===== src/bst_consts.svh =====
`ifndef BST_CONSTS_SVH
`define BST_CONSTS_SVH

`define BST_IR_W        4
`define BST_DR_W        32
`define BST_PIN_N       8
`define BST_SYNC_W      11
`define BST_OP_EXTEST   4'h0
`define BST_OP_SAMPLE   4'h5
`define BST_OP_IDCODE   4'h6
`define BST_OP_USERSIG  4'h7
`define BST_OP_CFGLOAD  4'h8
`define BST_OP_BYPASS   4'hF
`define BST_IR_CAPTURE  4'h1

`endif


===== src/bst_pkg.sv =====
package bst_pkg;

    typedef enum logic [3:0] {
        TLR, RTI, SEL_DR, CAP_DR, SHIFT_DR, EXIT1_DR, PAUSE_DR, EXIT2_DR,
        UPD_DR, SEL_IR, CAP_IR, SHIFT_IR, EXIT1_IR, PAUSE_IR, EXIT2_IR,
        UPD_IR
    } bst_state_type;

    typedef enum logic [2:0] {
        PATH_BSR, PATH_BYP, PATH_ID, PATH_USIG, PATH_CFG
    } bst_path_type;

endpackage : bst_pkg


===== src/bst_sync.sv =====
`timescale 1ns/100ps

module bst_sync #(
    parameter int W = 1
) (
    input  wire logic         clk,
    input  wire logic         rstn,
    input  wire logic [W-1:0] d,
    output logic      [W-1:0] q
);

    logic [W-1:0] meta_reg;

    genvar i;
    generate
        for (i = 0; i < W; i++) begin : g_bit
            always_ff @(posedge clk or negedge rstn) begin
                if (!rstn) begin
                    meta_reg[i] <= 1'b0;
                    q[i]        <= 1'b0;
                end else begin
                    meta_reg[i] <= d[i];
                    q[i]        <= meta_reg[i];
                end
            end
        end
    endgenerate

endmodule : bst_sync


===== src/bst_tap.sv =====
`timescale 1ns/100ps
`include "bst_consts.svh"

module bst_tap #(
    // Arbitrary identification value
    parameter logic [31:0] ID_CODE = 32'h0000_1001
) (
    input  wire logic                   clk,
    input  wire logic                   rstn,
    input  wire logic                   tck,
    input  wire logic                   tms,
    input  wire logic                   tdi,
    output logic                        tdo,
    output logic                        tdo_oe,
    input  wire logic                   cfg_busy,
    input  wire logic [31:0]            user_sig,
    input  wire logic [`BST_PIN_N-1:0]  core_out,
    input  wire logic [`BST_PIN_N-1:0]  pin_in,
    output logic      [`BST_PIN_N-1:0]  pin_out,
    output logic                        cfg_bit,
    output logic                        cfg_bit_valid
);

    logic [`BST_SYNC_W-1:0] sync_q;
    logic                   tck_s;
    logic                   tms_s;
    logic                   tdi_s;
    logic [`BST_PIN_N-1:0]  pin_s;
    logic                   tck_rise;
    logic                   tck_fall;
    logic                   extest_act;
    bst_pkg::bst_path_type  path;

    bst_pkg::bst_state_type st_reg, st_next;
    logic                   tck_prev_reg, tck_prev_next;
    logic [`BST_IR_W-1:0]   ir_sh_reg, ir_sh_next;
    logic [`BST_IR_W-1:0]   ir_reg, ir_next;
    logic [`BST_DR_W-1:0]   dr_sh_reg, dr_sh_next;
    logic [`BST_PIN_N-1:0]  bsr_sh_reg, bsr_sh_next;
    logic [`BST_PIN_N-1:0]  bsr_upd_reg, bsr_upd_next;
    logic                   byp_reg, byp_next;
    logic                   tdo_next, tdo_oe_next;
    logic [`BST_PIN_N-1:0]  pin_out_next;
    logic                   cfg_bit_next, cfg_valid_next;

    bst_sync #(
        .W(`BST_SYNC_W)
    ) u_sync (
        .clk  (clk),
        .rstn (rstn),
        .d    ({pin_in, tdi, tms, tck}),
        .q    (sync_q)
    );

    assign tck_s    = sync_q[0];
    assign tms_s    = sync_q[1];
    assign tdi_s    = sync_q[2];
    assign pin_s    = sync_q[`BST_SYNC_W-1:3];
    assign tck_rise = tck_s & ~tck_prev_reg;
    assign tck_fall = ~tck_s & tck_prev_reg;

    function automatic bst_pkg::bst_path_type decode(
        input logic [`BST_IR_W-1:0] op,
        input logic                 busy
    );
        if ((op == `BST_OP_EXTEST || op == `BST_OP_SAMPLE) && busy)
            decode = bst_pkg::PATH_BYP;
        else if (op == `BST_OP_EXTEST || op == `BST_OP_SAMPLE)
            decode = bst_pkg::PATH_BSR;
        else if (op == `BST_OP_IDCODE)
            decode = bst_pkg::PATH_ID;
        else if (op == `BST_OP_USERSIG)
            decode = bst_pkg::PATH_USIG;
        else if (op == `BST_OP_CFGLOAD)
            decode = bst_pkg::PATH_CFG;
        else
            decode = bst_pkg::PATH_BYP;
    endfunction : decode

    function automatic bst_pkg::bst_state_type step(
        input bst_pkg::bst_state_type s,
        input logic                   m
    );
        case (s)
            bst_pkg::TLR:      step = m ? bst_pkg::TLR      : bst_pkg::RTI;
            bst_pkg::RTI:      step = m ? bst_pkg::SEL_DR   : bst_pkg::RTI;
            bst_pkg::SEL_DR:   step = m ? bst_pkg::SEL_IR   : bst_pkg::CAP_DR;
            bst_pkg::CAP_DR:   step = m ? bst_pkg::EXIT1_DR : bst_pkg::SHIFT_DR;
            bst_pkg::SHIFT_DR: step = m ? bst_pkg::EXIT1_DR : bst_pkg::SHIFT_DR;
            bst_pkg::EXIT1_DR: step = m ? bst_pkg::UPD_DR   : bst_pkg::PAUSE_DR;
            bst_pkg::PAUSE_DR: step = m ? bst_pkg::EXIT2_DR : bst_pkg::PAUSE_DR;
            bst_pkg::EXIT2_DR: step = m ? bst_pkg::UPD_DR   : bst_pkg::SHIFT_DR;
            bst_pkg::UPD_DR:   step = m ? bst_pkg::SEL_DR   : bst_pkg::RTI;
            bst_pkg::SEL_IR:   step = m ? bst_pkg::TLR      : bst_pkg::CAP_IR;
            bst_pkg::CAP_IR:   step = m ? bst_pkg::EXIT1_IR : bst_pkg::SHIFT_IR;
            bst_pkg::SHIFT_IR: step = m ? bst_pkg::EXIT1_IR : bst_pkg::SHIFT_IR;
            bst_pkg::EXIT1_IR: step = m ? bst_pkg::UPD_IR   : bst_pkg::PAUSE_IR;
            bst_pkg::PAUSE_IR: step = m ? bst_pkg::EXIT2_IR : bst_pkg::PAUSE_IR;
            bst_pkg::EXIT2_IR: step = m ? bst_pkg::UPD_IR   : bst_pkg::SHIFT_IR;
            default:           step = m ? bst_pkg::SEL_DR   : bst_pkg::RTI;
        endcase
    endfunction : step

    assign path       = decode(ir_reg, cfg_busy);
    assign extest_act = (ir_reg == `BST_OP_EXTEST) && !cfg_busy;

    always_comb begin
        tck_prev_next  = tck_s;
        st_next        = st_reg;
        ir_sh_next     = ir_sh_reg;
        ir_next        = ir_reg;
        dr_sh_next     = dr_sh_reg;
        bsr_sh_next    = bsr_sh_reg;
        bsr_upd_next   = bsr_upd_reg;
        byp_next       = byp_reg;
        tdo_next       = tdo;
        tdo_oe_next    = tdo_oe;
        cfg_bit_next   = cfg_bit;
        cfg_valid_next = 1'b0;
        // Core keeps the pins unless external test owns them
        pin_out_next   = extest_act ? bsr_upd_reg : core_out;
        if (tck_rise) begin
            st_next = step(st_reg, tms_s);
            case (st_reg)
                bst_pkg::TLR: begin
                    ir_next = `BST_OP_IDCODE;
                end
                bst_pkg::CAP_IR: begin
                    ir_sh_next = `BST_IR_CAPTURE;
                end
                bst_pkg::SHIFT_IR: begin
                    ir_sh_next = {tdi_s, ir_sh_reg[`BST_IR_W-1:1]};
                end
                bst_pkg::UPD_IR: begin
                    ir_next = ir_sh_reg;
                end
                bst_pkg::CAP_DR: begin
                    if (path == bst_pkg::PATH_BSR)
                        bsr_sh_next = pin_s;
                    else if (path == bst_pkg::PATH_ID)
                        dr_sh_next = {ID_CODE[31:1], 1'b1};
                    else if (path == bst_pkg::PATH_USIG)
                        dr_sh_next = user_sig;
                    else
                        byp_next = 1'b0;
                end
                bst_pkg::SHIFT_DR: begin
                    if (path == bst_pkg::PATH_BSR) begin
                        bsr_sh_next = {tdi_s, bsr_sh_reg[`BST_PIN_N-1:1]};
                    end else if (path == bst_pkg::PATH_ID ||
                                 path == bst_pkg::PATH_USIG) begin
                        dr_sh_next = {tdi_s, dr_sh_reg[`BST_DR_W-1:1]};
                    end else begin
                        byp_next = tdi_s;
                    end
                    if (path == bst_pkg::PATH_CFG) begin
                        cfg_bit_next   = tdi_s;
                        cfg_valid_next = 1'b1;
                    end
                end
                bst_pkg::UPD_DR: begin
                    if (path == bst_pkg::PATH_BSR)
                        bsr_upd_next = bsr_sh_reg;
                end
                default: begin
                end
            endcase
        end
        if (tck_fall) begin
            tdo_oe_next = (st_reg == bst_pkg::SHIFT_DR) ||
                          (st_reg == bst_pkg::SHIFT_IR);
            if (st_reg == bst_pkg::SHIFT_IR)
                tdo_next = ir_sh_reg[0];
            else if (path == bst_pkg::PATH_BSR)
                tdo_next = bsr_sh_reg[0];
            else if (path == bst_pkg::PATH_ID || path == bst_pkg::PATH_USIG)
                tdo_next = dr_sh_reg[0];
            else
                tdo_next = byp_reg;
        end
    end

    always_ff @(posedge clk or negedge rstn) begin
        if (!rstn) begin
            st_reg        <= bst_pkg::TLR;
            tck_prev_reg  <= 1'b0;
            ir_sh_reg     <= '0;
            ir_reg        <= `BST_OP_IDCODE;
            dr_sh_reg     <= '0;
            bsr_sh_reg    <= '0;
            bsr_upd_reg   <= '0;
            byp_reg       <= 1'b0;
            tdo           <= 1'b0;
            tdo_oe        <= 1'b0;
            pin_out       <= '0;
            cfg_bit       <= 1'b0;
            cfg_bit_valid <= 1'b0;
        end else begin
            st_reg        <= st_next;
            tck_prev_reg  <= tck_prev_next;
            ir_sh_reg     <= ir_sh_next;
            ir_reg        <= ir_next;
            dr_sh_reg     <= dr_sh_next;
            bsr_sh_reg    <= bsr_sh_next;
            bsr_upd_reg   <= bsr_upd_next;
            byp_reg       <= byp_next;
            tdo           <= tdo_next;
            tdo_oe        <= tdo_oe_next;
            pin_out       <= pin_out_next;
            cfg_bit       <= cfg_bit_next;
            cfg_bit_valid <= cfg_valid_next;
        end
    end
endmodule : bst_tap


===== config.mk =====
export PLATFORM = sky130hd
export DESIGN_NAME = bst_tap
export DESIGN_NICKNAME = d
export VERILOG_FILES = /design/src/bst_pkg.sv /design/src/bst_sync.sv /design/src/bst_tap.sv
export VERILOG_INCLUDE_DIRS = /design/src
export SDC_FILE = /design/constraint.sdc
export NUM_CORES = 1
export LEC_CHECK = 0
export ABC_AREA = 1
export ABC_CLOCK_PERIOD_IN_PS = 1700
export BUFFER_PORTS_ARGS = -buffer_cell sky130_fd_sc_hd__buf_4
export CAP_MARGIN = 20
export CORE_UTILIZATION = 56
export CTS_CLUSTER_SIZE = 30
export DETAILED_ROUTE_END_ITERATION = 8
export MAX_ROUTING_LAYER = met4
export PLACE_DENSITY = 0.79
export SETUP_SLACK_MARGIN = 0.3
export SLEW_MARGIN = 20
export SYNTH_ARGS = -nofsm -noshare
export SYNTH_HDL_FRONTEND = slang
export SYNTH_SLANG_ARGS = --single-unit

===== constraint.sdc =====
create_clock -name clk -period 1.7 [get_ports clk]
set_input_delay 0.085 -clock clk [delete_from_list [all_inputs] [get_ports clk]]
set_output_delay 0.085 -clock clk [all_outputs]
set_load 0.01 [all_outputs]

Word level (Yosys, flattened, before mapping)
Index checks and enable logic that the tools add are counted.
Operators by class
  equal/unequal tests: 30
  muxes and demuxes: 42
  bitwise logic cells: 4
  reduce and logical (&&, ||, !) cells: 21
Operator list (number)
  $mux 32: 5
  $pmux 32 s2: 1
  $pmux 4 s11: 1
  $eq 4x4->1 const B: 9
  $eq 4x3->1 const B: 7
  $mux 8: 3
  $mux 3: 7
  $mux 4: 4
  $ne 2x2->1 const B: 8
  $pmux 4 s2: 2
  $pmux 8 s2: 1
  $mux 1: 14
  $eq 4x2->1 const B: 2
  $logic_not 4->1: 2
  $reduce_and 7->1: 1
  $eq 3x2->1 const B: 2
  $mux 2: 3
  $reduce_and 3->1: 2
  $reduce_and 6->1: 1
  $reduce_bool 2->1: 3
  $reduce_and 2->1: 2
  $reduce_and 4->1: 1
  $reduce_or 2->1: 2
  $eq 3x3->1 const B: 1
  8 further kinds: 13
Word-level totals
  bits in registers: 96
  input bits: 54
  logic and storage cells: 132

Longest topological paths before layout
  word-level depth: 11
  gate-level depth with buffers: 11
  depth with buffers taken out: 9

Hierarchy
From an unflattened synthesis, not the netlist that was laid out.
Unflattened totals
  cell total of the unflattened synthesis: 489
  area total of the unflattened synthesis: 4317.9 µm²
By module, submodules not included
  bst_tap: times used 1, cells each 467, area each 3767.4 µm², seq. area each 1854.3 µm²
  bst_sync: times used 1, cells each 22, area each 550.5 µm², seq. area each 550.5 µm²

Worst setup path after synthesis
No wires, ideal clock.
  path type: register -> register
  start point: reg st_reg[1]
  end point: reg dr_sh_reg[18]
  setup time: 117 ps
  data arrival time: 1419 ps
  data required time: 1583 ps
  path slack: 164 ps
  cell stages (with the launch flop): 10
  path buffers: 3
  period minus slack after synthesis: 1536 ps
  cells stage by stage: dfrtp_1 buf_4 nor2_1 nand2_2 a21oi_4 nand3_4 clkinv_2 buf_8 buf_6 o21ai_2
Between the ends
  longest elaborated chain between the ends: 3
RTL lines
  start: declaration: RTL line bst_tap.sv:34  | bst_pkg::bst_state_type st_reg, st_next;
  start signal: assignment: RTL line bst_tap.sv:185  | st_reg <= bst_pkg::TLR;
  start signal: assignment: RTL line bst_tap.sv:199  | st_reg <= st_next;
  $eq 4x2->1 or $eq 4x3->1 (tied branches): RTL line bst_tap.sv:124  | case (st_reg)
  $ne 3x3->1 (no source line), or another cell as far along
  $reduce_and 6->1 (no source line)
  end signal: assignment: RTL line bst_tap.sv:203  | dr_sh_reg <= dr_sh_next;
  end: declaration: RTL line bst_tap.sv:38  | logic [`BST_DR_W-1:0] dr_sh_reg, dr_sh_next;
Parallel ways exist; a longest one is shown, timed or not.
A chain may end at the register's enable or synchronous reset.

Worst setup path after layout
  start point: reg st_reg[2]
  end point: reg dr_sh_reg[21]
The elaborated chain is that of the path after synthesis.

==> out/results.env <==
OUTCOME='finished, violations left'
VIOLATIONS='negative setup slack'
FINAL-SETUP-VIOL-COUNT=2
DP_HPWL_UM=6510
INITIAL_ANTENNA_VIOLATION_COUNT=0
NUM_ANTENNA_CELLS=0
DETAILEDROUTE.FIRSTITERATIONVIOLATIONS=345
IO_PINS=66
CP_CELL_SEQUENCE='inv_2, nor2_4, nand2_4, buf_4, clkbuf_16, o21ai_0, nand2_4, o21ai_2'
WL_PER_CELL_UM=18.3
TIGHTEST_SLEW_PS=458
GROUTE.USAGE.OVERALL_PCT=27.7
FINISH.CELL_COUNT_WITHOUT_FILLERS=725
CPMOSTUSEDCELL='nand2_4'
CAP_VIOLATIONS=0
YOSYSSEQAREASHARE_PCT=55.7
MAX_FREQ_MHz=582
GRT_FIRST_PASS_WIRELENGTH_UM=17300
GRT_USE_MET3_PCT=3.72
POWER_DENSITY_nW_PER_UM2=1310
TOTAL_CTS_BUFFERS=9
PORT-BUFFER-COUNT=65
DIE_AREA_SQ_UM=8070
ROUTE.DETAILED.DRC=0
GRT_OVERFLOW=0
YS.WARNINGS.COUNT=0
TRITONCTS='done'
FINAL_AREA_SQ_UM=6240
TIMING.MAX_SLEW.REL_SLACK_PCT=69.4
VIAS=4200
P_LEAK_nW=3.13
AREA_SHARE_OF_THE_LEADING_CELL_TYPE_IN_THE_SYNTHESIZED_NETLIST_PCT=54.5
FINAL_NETS=675
DPL_WORST_SLACK_PS=94.2
CRITICAL_PATH_SOURCE_TYPE='flop'
ROUTABILITYCONGESTION=0.979
FINISH.UTILIZATION_PCT=84.7
DETAIL_ROUTE.WIRELENGTH_UM=13300
POST_SYNTH.CELL_AREA_AVG_SQ_UM=8.83
CLKLATENCYLATEPIN_PS=380
MAPPEDNETLISTAREA_SQ_UM=4320
LARGEST_NET_DEGREE_AT_THE_START_OF_GLOBAL_ROUTING=60
GLOBALROUTEMET2UTIL_PCT=45.5
CP_DATA_REQUIRED_TIME_PS=2020
LAYOUT.CELLS.MOST_COMMON='buf_4'
HOLD_VIOL_FINAL=0
FINAL.SETUP_SKEW_PS=17.9
NUMBER_OF_CELL_ROWS=31
CP-END-KIND='flop'
TIMING.CRITICAL_PATH.ARRIVAL_PS=2040
FLOORPLAN.DIE.WIDTH_UM=89.8
DP.CELLS=650
PLACED_CELL_AREA_SQ_UM=5040
HTREEDEPTH=3
POST-ROUTE-PERIOD-UTIL_PCT=101
CLOCK_TREE.BUFFER_DEPTH=2
TIGHTEST_HOLD_CHECK_TYPE='in2reg'
CORE_SQ_UM=7370
CATEGORY_OF_THE_CRITICAL_SETUP_TIMING_PATH='reg2reg'
INITIAL_UTILIZATION_PCT=58.6
POST_ROUTE_CELLS_DRIVE_ABOVE_1_SHARE_PCT=40.1
GRT_PASS1_VIAS=3681
CRITICAL_PATH.SLOWEST_CELL='dfrtp_1'
MOST-COMMON-LAYOUT-CELLS='buf_4 (93), dfrtp_1 (91), nand2_1 (75), inv_1 (53), o21ai_0 (45)'
WORST_PATH_LARGEST_CELL_DELAY_PS=440
LARGEST_REG_FLOPS=32
SLEW_VIOLATIONS=0
CLOCK_TREE.ROOT_CELL='clkbuf_8'
WORST_SETUP_HOLD_PATH_CLK_SLEW_PS=110
SYNTHDOMINANTAREACELLTYPE='dfrtp_1'
SYN_NETS=543
HEIGHT_OF_THE_DIE_UM=89.8
GRT_MOST_USED_LAYER='met2'
CRITICAL_PATH.MAX_FANOUT=29
POST_SYNTH_MAIN_AREA_CONTRIBUTORS='dfrtp_1 (54%), nand2_1 (10%), o21ai_0 (8.3%)'
GRT.MET1_USAGE_PCT=35.4
FINAL_CRITICAL_PATH_SETUP_SLACK_PS=-17.9
WORST_IR_DROP_VDD_mV=0.863
TIMING.FINAL.CRIT_PERIOD_PS=1720
AREAGROWTHSYNTHTOFINISH_PCT=44.5
DRT_PRE_ANTENNA_ITERS=5
SETUP_TNS_PS=-25.3
SYNTHESIS.INSTANCES=489
ANT_NETS=0
NETLIST-CELL-TYPE-COUNT=27
SYNTH.FF_LATCH_COUNT=96
CTS.SINK_COUNT=96
VIAS_PER_CELL=5.79
RSZ_0062_RAISED_AFTER_GLOBAL_ROUTING='yes'
[kinds of logic after synthesis]
kind of cell | synth area share, %
AOI/OAI and AO/OA | 14.3
buffers and inverters | 8.49
DFF | 55.7
muxes | 1.83
and+or+nand+nor | 19.7
[per-layer routing]
| layer | vias to the layer above | wire, um |
|---|---|---|
| li1 | 1855 | - |
| met1 | 2066 | 5070 |
| met2 | 218 | 6780 |
| met3 | 61 | 791 |
| met4 | 0 | 618 |
| met5 | - | 0 |
[Yosys cell counts]
library cell,n
nand2_1,118
dfrtp_1,94
o21ai_0,72
inv_1,56
nand3_1,45
nor2_1,26
o21ai_2,20
buf_2,7
mux2_2,7
clkbuf_1,6
a21oi_1,4
nand4_1,4
o22ai_1,4
buf_4,3
buf_8,3
inv_2,3
nand2_2,3
a22oi_1,2
dfstp_2,2
nor2_2,2
nor3_1,2
a21oi_4,1
a31oi_1,1
buf_1,1
buf_6,1
clkinv_2,1
nand3_4,1
[worst max-delay path: cells and delay by family, from the launching register on]
family / cells / cell delay (ps)
AOI/OAI and AO/OA: 2 / 430
and+or+nand+nor: 3 / 360
buffers and inverters: 3 / 440
DFF: 1 / 440
[what timing repair did]
item                       in CTS  in global routing
setup endpoints to repair      64                 72
hold buffers                   20                  0
buffers inserted               19                 10
gates cloned                    4                  6
gates resized for setup        36                103
pin swaps                       9                 24
hold endpoints to repair      109                  0
[path summary, 6_finish.rpt]
kind                                          from       endpoint  slack, ps  cells after the start
worst max-delay path                     st_reg[2]  dr_sh_reg[21]        -20                      8
worst min-delay path                   user_sig[0]   dr_sh_reg[0]         50                      3
max in group asynchronous                     rstn   tck_prev_reg        960                      3
min in group asynchronous                     rstn     pin_out[0]        150                      2
worst min register to register  u_sync.meta_reg[5]    u_sync.q[5]        350                      0
worst max register to register           st_reg[2]  dr_sh_reg[21]        -20                      8
[cell type report]
cell class	count	area (sq um)
clock buffer	10	128
clock inverter	6	48.8
fill	392	1130
inverter	60	238
multi-input combinational	312	1890
sequential	96	2410
tap	99	124
timing repair buffer	141	1390
timing repair inverter	1	11.3
[stage by stage]
stage | total power, mW | hold slack, ps
global route | 8.56 | 53.0
global placement | 5.34 | 11.4
finish | 8.17 | 52.3
floorplan | 4.72 | -211
CTS | 7.22 | 0.867
detailed placement | 5.42 | 14.6
[power by group]
| part | internal (mW) | switching, mW | total, mW |
|---|---|---|---|
| Sequential | 2.81 | 0.305 | 3.11 |
| Combinational | 1.55 | 2.10 | 3.65 |
| Clock | 0.551 | 0.856 | 1.41 |
(Power assumes the default switching activity.)
